===== src/inc/asdp_pkg.sv =====
// shared types and constants for the add/subtract datapath
package asdp_pkg;
  localparam int unsigned ASDP_XLEN    = 32;
  localparam int unsigned ASDP_IMM_W   = 12;
  localparam int unsigned ASDP_REG_W   = 4;
  localparam logic [3:0]  ASDP_REG_STACK_PTR   = 4'hd;
  localparam logic [3:0]  ASDP_REG_PROG_CTR    = 4'hf;
  localparam logic [1:0]  ASDP_BASE_ALIGN_BITS = 2'h0;
  localparam logic        ASDP_BRANCH_LSB    = 1'h0;
  localparam logic [31:0] ASDP_ZERO_WORD     = 32'h0000_0000;

  typedef enum logic [2:0] {
    ASDP_OP_ADD,
    ASDP_OP_ADC,
    ASDP_OP_SUB,
    ASDP_OP_SUB_BORROW,
    ASDP_OP_REV_SUB
  } asdp_op_t;

  typedef struct packed {
    logic n;
    logic z;
    logic c;
    logic v;
  } asdp_flags_t;

  // one issued instruction from the decoder
  typedef struct packed {
    logic        valid;
    asdp_op_t    op;
    logic        use_imm;
    logic [11:0] twelve_bit_immediate;
    logic [31:0] flexible_second_operand;
    logic [31:0] first_operand_value;
    logic [3:0]  first_operand_register;
    logic        has_dest;
    logic [3:0]  dest_register;
    logic        set_flags;
  } asdp_req_t;

  // registered result towards register file and fetch
  typedef struct packed {
    logic        wr_en;
    logic [3:0]  wr_reg;
    logic [31:0] wr_data;
    logic        branch;
    logic [31:0] branch_target;
  } asdp_res_t;
endpackage : asdp_pkg


===== src/verilog/asdp_adder.sv =====
// 32-bit adder core with carry-in, carry-out and signed overflow
`timescale 1ns/10ps
module asdp_adder
  import asdp_pkg::*;
#(
  parameter int unsigned WIDTH = ASDP_XLEN
) (
  input  wire logic [WIDTH-1:0] a_in,
  input  wire logic [WIDTH-1:0] b_in,
  input  wire logic             cin_in,
  output logic      [WIDTH-1:0] sum_out,
  output logic                  cout_out,
  output logic                  ovf_out
);
  logic [WIDTH:0] wide;

  always_comb begin
    wide     = {1'b0, a_in} + {1'b0, b_in} + {{WIDTH{1'b0}}, cin_in};
    sum_out  = wide[WIDTH-1:0];
    cout_out = wide[WIDTH];
    // signed overflow: operands agree in sign, result differs
    ovf_out  = (a_in[WIDTH-1] == b_in[WIDTH-1]) &&
               (sum_out[WIDTH-1] != a_in[WIDTH-1]);
  end
endmodule : asdp_adder


===== src/verilog/asdp_datapath.sv =====
// add/subtract datapath: operand select, arithmetic, flags, writeback
// How it works
// - add writes first operand plus second operand or 12-bit immediate
// - 12-bit immediate 0..4095 is zero-extended to 32 bits
// - add-with-carry adds the current carry flag as carry-in
// - subtract gives first operand minus second operand or immediate
// - subtract-with-carry takes one more off when carry is clear
// - reverse subtract gives second operand minus first operand
// - no destination given means result goes back to first operand
// - with flag suffix NZCV follow result, otherwise flags hold
// - program counter as first operand has bits 1:0 forced to zero
// - add writing program counter branches with bit zero cleared
// - wide-immediate add/subtract behave as the 12-bit immediate forms
`timescale 1ns/10ps
module asdp_datapath
  import asdp_pkg::*;
(
  input  wire logic        clk_sys_in,
  input  wire logic        rst_in,
  input  wire asdp_req_t   req_in,
  output asdp_res_t        res_out,
  output asdp_flags_t      flags_out
);
  typedef struct packed {
    asdp_res_t   res;
    asdp_flags_t flags;
  } asdp_state_t;

  asdp_state_t state;
  asdp_state_t next_state;

  logic [31:0] base;
  logic [31:0] operand_b;
  logic [31:0] adder_a;
  logic [31:0] adder_b;
  logic        adder_cin;
  logic [31:0] sum;
  logic        cout;
  logic        ovf;
  logic [3:0]  dest;
  logic        is_sub;

  always_comb begin
    base = req_in.first_operand_value;
    if (req_in.first_operand_register == ASDP_REG_PROG_CTR) begin
      base[1:0] = ASDP_BASE_ALIGN_BITS;
    end
    // wide-immediate encodings arrive here as use_imm, same path
    operand_b = req_in.use_imm ?
                {20'h0_0000, req_in.twelve_bit_immediate}
                : req_in.flexible_second_operand;
    is_sub    = 1'b0;
    adder_a   = base;
    adder_b   = operand_b;
    adder_cin = 1'b0;
    case (req_in.op)
      ASDP_OP_ADD: begin
        adder_cin = 1'b0;
      end
      ASDP_OP_ADC: begin
        adder_cin = state.flags.c;
      end
      ASDP_OP_SUB: begin
        // a - b as a + ~b + 1 so carry out reads as no-borrow
        adder_b   = ~operand_b;
        adder_cin = 1'b1;
        is_sub    = 1'b1;
      end
      ASDP_OP_SUB_BORROW: begin
        adder_b   = ~operand_b;
        adder_cin = state.flags.c;
        is_sub    = 1'b1;
      end
      ASDP_OP_REV_SUB: begin
        adder_a   = operand_b;
        adder_b   = ~base;
        adder_cin = 1'b1;
        is_sub    = 1'b1;
      end
      default: begin
        adder_cin = 1'b0;
      end
    endcase
  end

  asdp_adder #(
    .WIDTH (ASDP_XLEN)
  ) u_adder (
    .a_in     (adder_a),
    .b_in     (adder_b),
    .cin_in   (adder_cin),
    .sum_out  (sum),
    .cout_out (cout),
    .ovf_out  (ovf)
  );

  always_comb begin
    next_state = state;
    dest = req_in.has_dest ? req_in.dest_register
                           : req_in.first_operand_register;
    next_state.res.wr_en  = 1'b0;
    next_state.res.branch = 1'b0;
    if (req_in.valid) begin
      if (dest == ASDP_REG_PROG_CTR) begin
        // program counter is never written directly; an add to it becomes a branch, other ops write nothing
        next_state.res.branch        = (req_in.op == ASDP_OP_ADD);
        next_state.res.branch_target = {sum[31:1], ASDP_BRANCH_LSB};
      end else begin
        next_state.res.wr_en   = 1'b1;
        next_state.res.wr_reg  = dest;
        next_state.res.wr_data = sum;
      end
      if (req_in.set_flags) begin
        next_state.flags.n = sum[31];
        next_state.flags.z = (sum == ASDP_ZERO_WORD);
        next_state.flags.c = cout;
        next_state.flags.v = ovf;
      end
    end
  end

  always_ff @(posedge clk_sys_in) begin
    if (rst_in) begin
      state <= '0;
    end else begin
      state <= next_state;
    end
  end

  assign res_out   = state.res;
  assign flags_out = state.flags;

  // relies on the decoder keeping stack pointer and program counter out of
  // the second operand and restricting their forms; not checked here

  a_add_result: assert property (@(posedge clk_sys_in) disable iff (rst_in)
    req_in.valid && req_in.op == ASDP_OP_ADD && !req_in.use_imm &&
    req_in.first_operand_register != ASDP_REG_PROG_CTR &&
    (req_in.has_dest ? req_in.dest_register : req_in.first_operand_register)
      != ASDP_REG_PROG_CTR
    |=> res_out.wr_en && res_out.wr_data ==
        $past(req_in.first_operand_value + req_in.flexible_second_operand))
    else $error("add result wrong");

  a_imm_zext: assert property (@(posedge clk_sys_in) disable iff (rst_in)
    req_in.valid && req_in.op == ASDP_OP_SUB && req_in.use_imm &&
    req_in.first_operand_register != ASDP_REG_PROG_CTR &&
    req_in.has_dest && req_in.dest_register != ASDP_REG_PROG_CTR
    |=> res_out.wr_data == $past(req_in.first_operand_value -
        {20'h0_0000, req_in.twelve_bit_immediate}))
    else $error("immediate subtract wrong");

  a_adc_carry: assert property (@(posedge clk_sys_in) disable iff (rst_in)
    req_in.valid && req_in.op == ASDP_OP_ADC && !req_in.use_imm &&
    req_in.first_operand_register != ASDP_REG_PROG_CTR &&
    req_in.has_dest && req_in.dest_register != ASDP_REG_PROG_CTR
    |=> res_out.wr_data == $past(req_in.first_operand_value +
        req_in.flexible_second_operand + {31'h0, flags_out.c}))
    else $error("add with carry wrong");

  a_borrow_sub: assert property (@(posedge clk_sys_in) disable iff (rst_in)
    req_in.valid && req_in.op == ASDP_OP_SUB_BORROW && !req_in.use_imm &&
    req_in.first_operand_register != ASDP_REG_PROG_CTR &&
    req_in.has_dest && req_in.dest_register != ASDP_REG_PROG_CTR
    |=> res_out.wr_data == $past(req_in.first_operand_value -
        req_in.flexible_second_operand - {31'h0, !flags_out.c}))
    else $error("subtract with carry wrong");

  a_reverse_swap: assert property (@(posedge clk_sys_in) disable iff (rst_in)
    req_in.valid && req_in.op == ASDP_OP_REV_SUB && !req_in.use_imm &&
    req_in.first_operand_register != ASDP_REG_PROG_CTR &&
    req_in.has_dest && req_in.dest_register != ASDP_REG_PROG_CTR
    |=> res_out.wr_data == $past(req_in.flexible_second_operand -
        req_in.first_operand_value))
    else $error("reverse subtract wrong");

  a_dest_default: assert property (@(posedge clk_sys_in) disable iff (rst_in)
    req_in.valid && !req_in.has_dest &&
    req_in.first_operand_register != ASDP_REG_PROG_CTR
    |=> res_out.wr_en &&
        res_out.wr_reg == $past(req_in.first_operand_register))
    else $error("default destination wrong");

  a_flags_hold: assert property (@(posedge clk_sys_in) disable iff (rst_in)
    !(req_in.valid && req_in.set_flags) |=> $stable(flags_out))
    else $error("flags changed without update");

  a_zero_flag: assert property (@(posedge clk_sys_in) disable iff (rst_in)
    req_in.valid && req_in.set_flags && req_in.has_dest &&
    req_in.dest_register != ASDP_REG_PROG_CTR
    |=> flags_out.z == (res_out.wr_data == ASDP_ZERO_WORD) &&
        flags_out.n == res_out.wr_data[31])
    else $error("n or z flag wrong");

  a_pc_align: assert property (@(posedge clk_sys_in) disable iff (rst_in)
    req_in.valid && req_in.op == ASDP_OP_ADD && req_in.use_imm &&
    req_in.first_operand_register == ASDP_REG_PROG_CTR &&
    req_in.has_dest && req_in.dest_register != ASDP_REG_PROG_CTR
    |=> res_out.wr_data == $past({req_in.first_operand_value[31:2], 2'h0} +
        {20'h0_0000, req_in.twelve_bit_immediate}))
    else $error("program counter base not aligned");

  a_pc_branch: assert property (@(posedge clk_sys_in) disable iff (rst_in)
    req_in.valid && req_in.op == ASDP_OP_ADD && req_in.has_dest &&
    req_in.dest_register == ASDP_REG_PROG_CTR
    |=> res_out.branch && !res_out.wr_en && !res_out.branch_target[0])
    else $error("program counter write did not branch");

  a_branch_target: assert property (@(posedge clk_sys_in) disable iff (rst_in)
    req_in.valid && req_in.op == ASDP_OP_ADD && !req_in.use_imm &&
    req_in.first_operand_register == ASDP_REG_PROG_CTR &&
    req_in.has_dest && req_in.dest_register == ASDP_REG_PROG_CTR
    |=> res_out.branch_target ==
        ($past({req_in.first_operand_value[31:2], 2'h0} +
               req_in.flexible_second_operand) & 32'hffff_fffe))
    else $error("branch target wrong");

  a_sub_carry: assert property (@(posedge clk_sys_in) disable iff (rst_in)
    req_in.valid && req_in.op == ASDP_OP_SUB && req_in.set_flags &&
    !req_in.use_imm && req_in.first_operand_register != ASDP_REG_PROG_CTR
    |=> flags_out.c == $past(req_in.first_operand_value >=
                             req_in.flexible_second_operand))
    else $error("subtract carry not no-borrow");
endmodule : asdp_datapath


===== config.mk =====
export PLATFORM = sky130hd
export DESIGN_NAME = asdp_datapath
export DESIGN_NICKNAME = d
export VERILOG_FILES = /design/src/inc/asdp_pkg.sv /design/src/verilog/asdp_adder.sv /design/src/verilog/asdp_datapath.sv
export SDC_FILE = /design/constraint.sdc
export NUM_CORES = 1
export LEC_CHECK = 0
export ABC_AREA = 1
export BUFFER_PORTS_ARGS = -buffer_cell sky130_fd_sc_hd__buf_2
export CAP_MARGIN = 40
export CORE_MARGIN = 8
export CORE_UTILIZATION = 43
export CTS_CLUSTER_DIAMETER = 150
export DETAILED_ROUTE_END_ITERATION = 10
export GPL_ROUTABILITY_DRIVEN = 0
export PLACE_DENSITY = 0.72
export RECOVER_POWER = 50
export SYNTH_ARGS = -nofsm -noshare
export SYNTH_HDL_FRONTEND = slang
export SYNTH_SLANG_ARGS = --single-unit

===== constraint.sdc =====
create_clock -name clk_sys_in -period 3.3 [get_ports clk_sys_in]
set_input_delay 0.33 -clock clk_sys_in [delete_from_list [all_inputs] [get_ports clk_sys_in]]
set_output_delay 0.33 -clock clk_sys_in [all_outputs]
set_load 0.005 [all_outputs]

==> run metrics <==
Top Usage Layer GRT met2; fin util 0.533; DRT iter0 DRCs 486; Hold Buf Count CTS 0; Synth cell types 34; overall power 3.34 mW; first-pass GRT wire length 31.6 mm; outcome complete, no violations; critical path arrival 3.23 ns; crit path max fanout 26; Worst path top cell family by delay simple AND/OR/NAND/NOR gates; # DRC 0; xor/xnor share of the synthesized area 0.00827; CTS root buffer clkbuf_16; all-layer global routing usage 0.205; row cnt 44; cell area after placement 7450 sq um; Avg WL per Cell 13.3 um; largest family of logic cells by synthesized area simple AND/OR/NAND/NOR gates; Pwr Density 433 nW/um^2; Final Routed Wirelength 19.6 mm; Clock Sinks 73; nets@finish 1,407; sequential share of the synthesized area 0.230; Synth Area per Inst 5.65 sq um; Yosys top cell by area nand2_1; drt pass-1 iters 5; largest net degree at the start of global routing 81; CTS tree yes; layout cells sized above 1 0.121; Die Y 138 um; Die Wd 138 um; number of global-route vias before repair 6,769; Ant. Diodes 0; mux contribution to synthesized area 0; area grow syn2layout 21.3%; hold depth 4; area of the multi-input gates 3950 sq um; Synth Area in Adders 0.0673; worst slack at placement -0.128 ns; DP Cell Count 1,454; Setup WS post-layout 0.326 ns; synth warn 0; Core Region 14,500 sq um; Syn Inst Count 1,126; final period utilization 0.901; number of routed nets with antenna violations 0; Worst path depth 23; met1 usage 0.238; DP HPWL 16.0 mm; Setup crit end kind register; Min Hold Slack 0.375 ns; maximum root-to-sink buffer count 2; initial antenna violation count 0; LEAKAGE 4.47 nW; design area 7710 sq um; Hold Path Class in2reg; Vias 7,282; FF/Latch Area 1460 sq um; clock-pin slew on the worst setup and hold paths 0.05 ns; Vias/cell 4.95; achievable frequency 0.336 GHz; commonest cells in the netlist nand2_1 (429), inv_1 (208), nor2_1 (85); Max Cap Viol 0; Worst slew margin 0.544; reg2reg path depth 18; slowest CP cell ha_1; Top-Level Pins 167; WP data required 3.56 ns; die area 18,900 sq um; CTS buffer count 9; Synth Area in Compound Gates 0.177; Setup Viol. Count Final 0; number of H-tree levels 3; worst clock skew 0.00679 ns; Mapped Area 6360 sq um; Fill cells 1,610; simple-gate share of the synthesized area 0.365; register bit total from synthesis 73; CP most frequent cell nand2_1; Synth Flop Type dfxtp_1; GR Overflow Total 0; final hold violation count 0; max-slew violations 0; CP Launch Type input pin; Post-synth EDFFs 0; top-count cell post-synth nand2_1; Finished Layout Cells 1,470; Initial Util 0.439; top cell type's share of synthesized area 0.253; Worst Path Buf+Inv 6; Skew-Pair Late Insertion Delay 0.33 ns; post-synth net total 1,252; VDD IR max 289 uV; top post-synthesis cells by area nand2_1 (25%), dfxtp_1 (23%), inv_1 (12%); Period minus WS final 2.97 ns; slowest stage delay, CP 0.39 ns; setup_tns 0 ns; Global Route met3 Usage 0.0357; met2 Use GR 0.371; PortBufs 165; Crit Path Class in2reg; async set-reset flop share out of synthesis 0; Slew @ Worst Pin 0.683 ns; CP Cell Sequence buf_2 > nor2_1 > nand2_2 > inv_1 > nor2_2 > inv_1 > buf_8 > o221ai_1 > ha_1 > nand2_1 > inv_1 > nand2_1 > nand2_1 > inv_1 > nand2_1 > nand2_1 > nand3_1 > nand2_1 > nor2_1 > nand2_1 > nor2_1 > nand3_1 > a21oi_1
==> cell type report <==
| class | count | share of cell area |
|---|---|---|
| repair buffers | 186 | 0.125 |
| clock buffers | 9 | 0.0292 |
| multi-input cells | 802 | 0.512 |
| flip-flops and latches | 73 | 0.189 |
| well taps | 184 | 0.0299 |
| clock inverters | 7 | 0.0123 |
| inverters | 209 | 0.102 |
==> cells by family after synthesis <==
group | Yosys count
XOR/XNOR | 6
other | 1
buffers and inverters | 251
adder cells (fa/ha/maj) | 33
AND/OR/NAND/NOR | 583
AO/OA/AOI/OAI | 179
flip-flops | 73
==> registers in the layout, indices dropped and copies added, names as in the netlist <==
register and cells:
res_out 69, flags_out 4
==> what timing repair did <==
action | CTS | global route
buffers inserted | 0 | 0
resized for setup | 0 | 6
setup endpoints to repair | 0 | 2
==> cell usage in the layout, fill, tap and decap left out, types with 4 or more instances in the layout <==
cell type,count
nor3_1,5
a21oi_1,36
o221ai_1,28
nor2_1,83
dfxtp_1,73
clkbuf_16,9
nand4_1,6
xnor2_1,4
buf_2,103
buf_4,16
buf_12,4
inv_1,207
clkbuf_1,62
nand3_1,40
nand3b_1,4
o21ai_0,66
nand2_1,428
ha_1,31
o211ai_1,40
==> worst min-delay path, stage by stage <==
cell	delay [ns]
buf_2	0.08
nand2_1	0.11
nand2_1	0.08
a21oi_1	0.05
==> per-layer routing <==
metal	up-vias	wire length (um)
met2	188	9760
met4	0	448
met5	-	0
met1	3207	8260
met3	29	1130
li1	3858	-
==> power breakdown <==
| group | leakage [nW] | switching, mW | total, mW | internal (mW) |
|---|---|---|---|---|
| clock network | 0.155 | 0.364 | 1.02 | 0.661 |
| logic | 3.72 | 0.848 | 1.33 | 0.479 |
| registers | 0.599 | 0.0372 | 0.986 | 0.949 |
==> worst paths after layout <==
check,startpoint,end,slack (ns)
worst max-delay path,req_in[87],flags_out[2],0.33
worst min-delay path,req_in[0],flags_out[0],0.37
worst max register to register,flags_out[1],flags_out[2],0.52
worst min register to register,res_out[68],res_out[68],0.48
No activity file was read; power rests on OpenSTA's default activity.
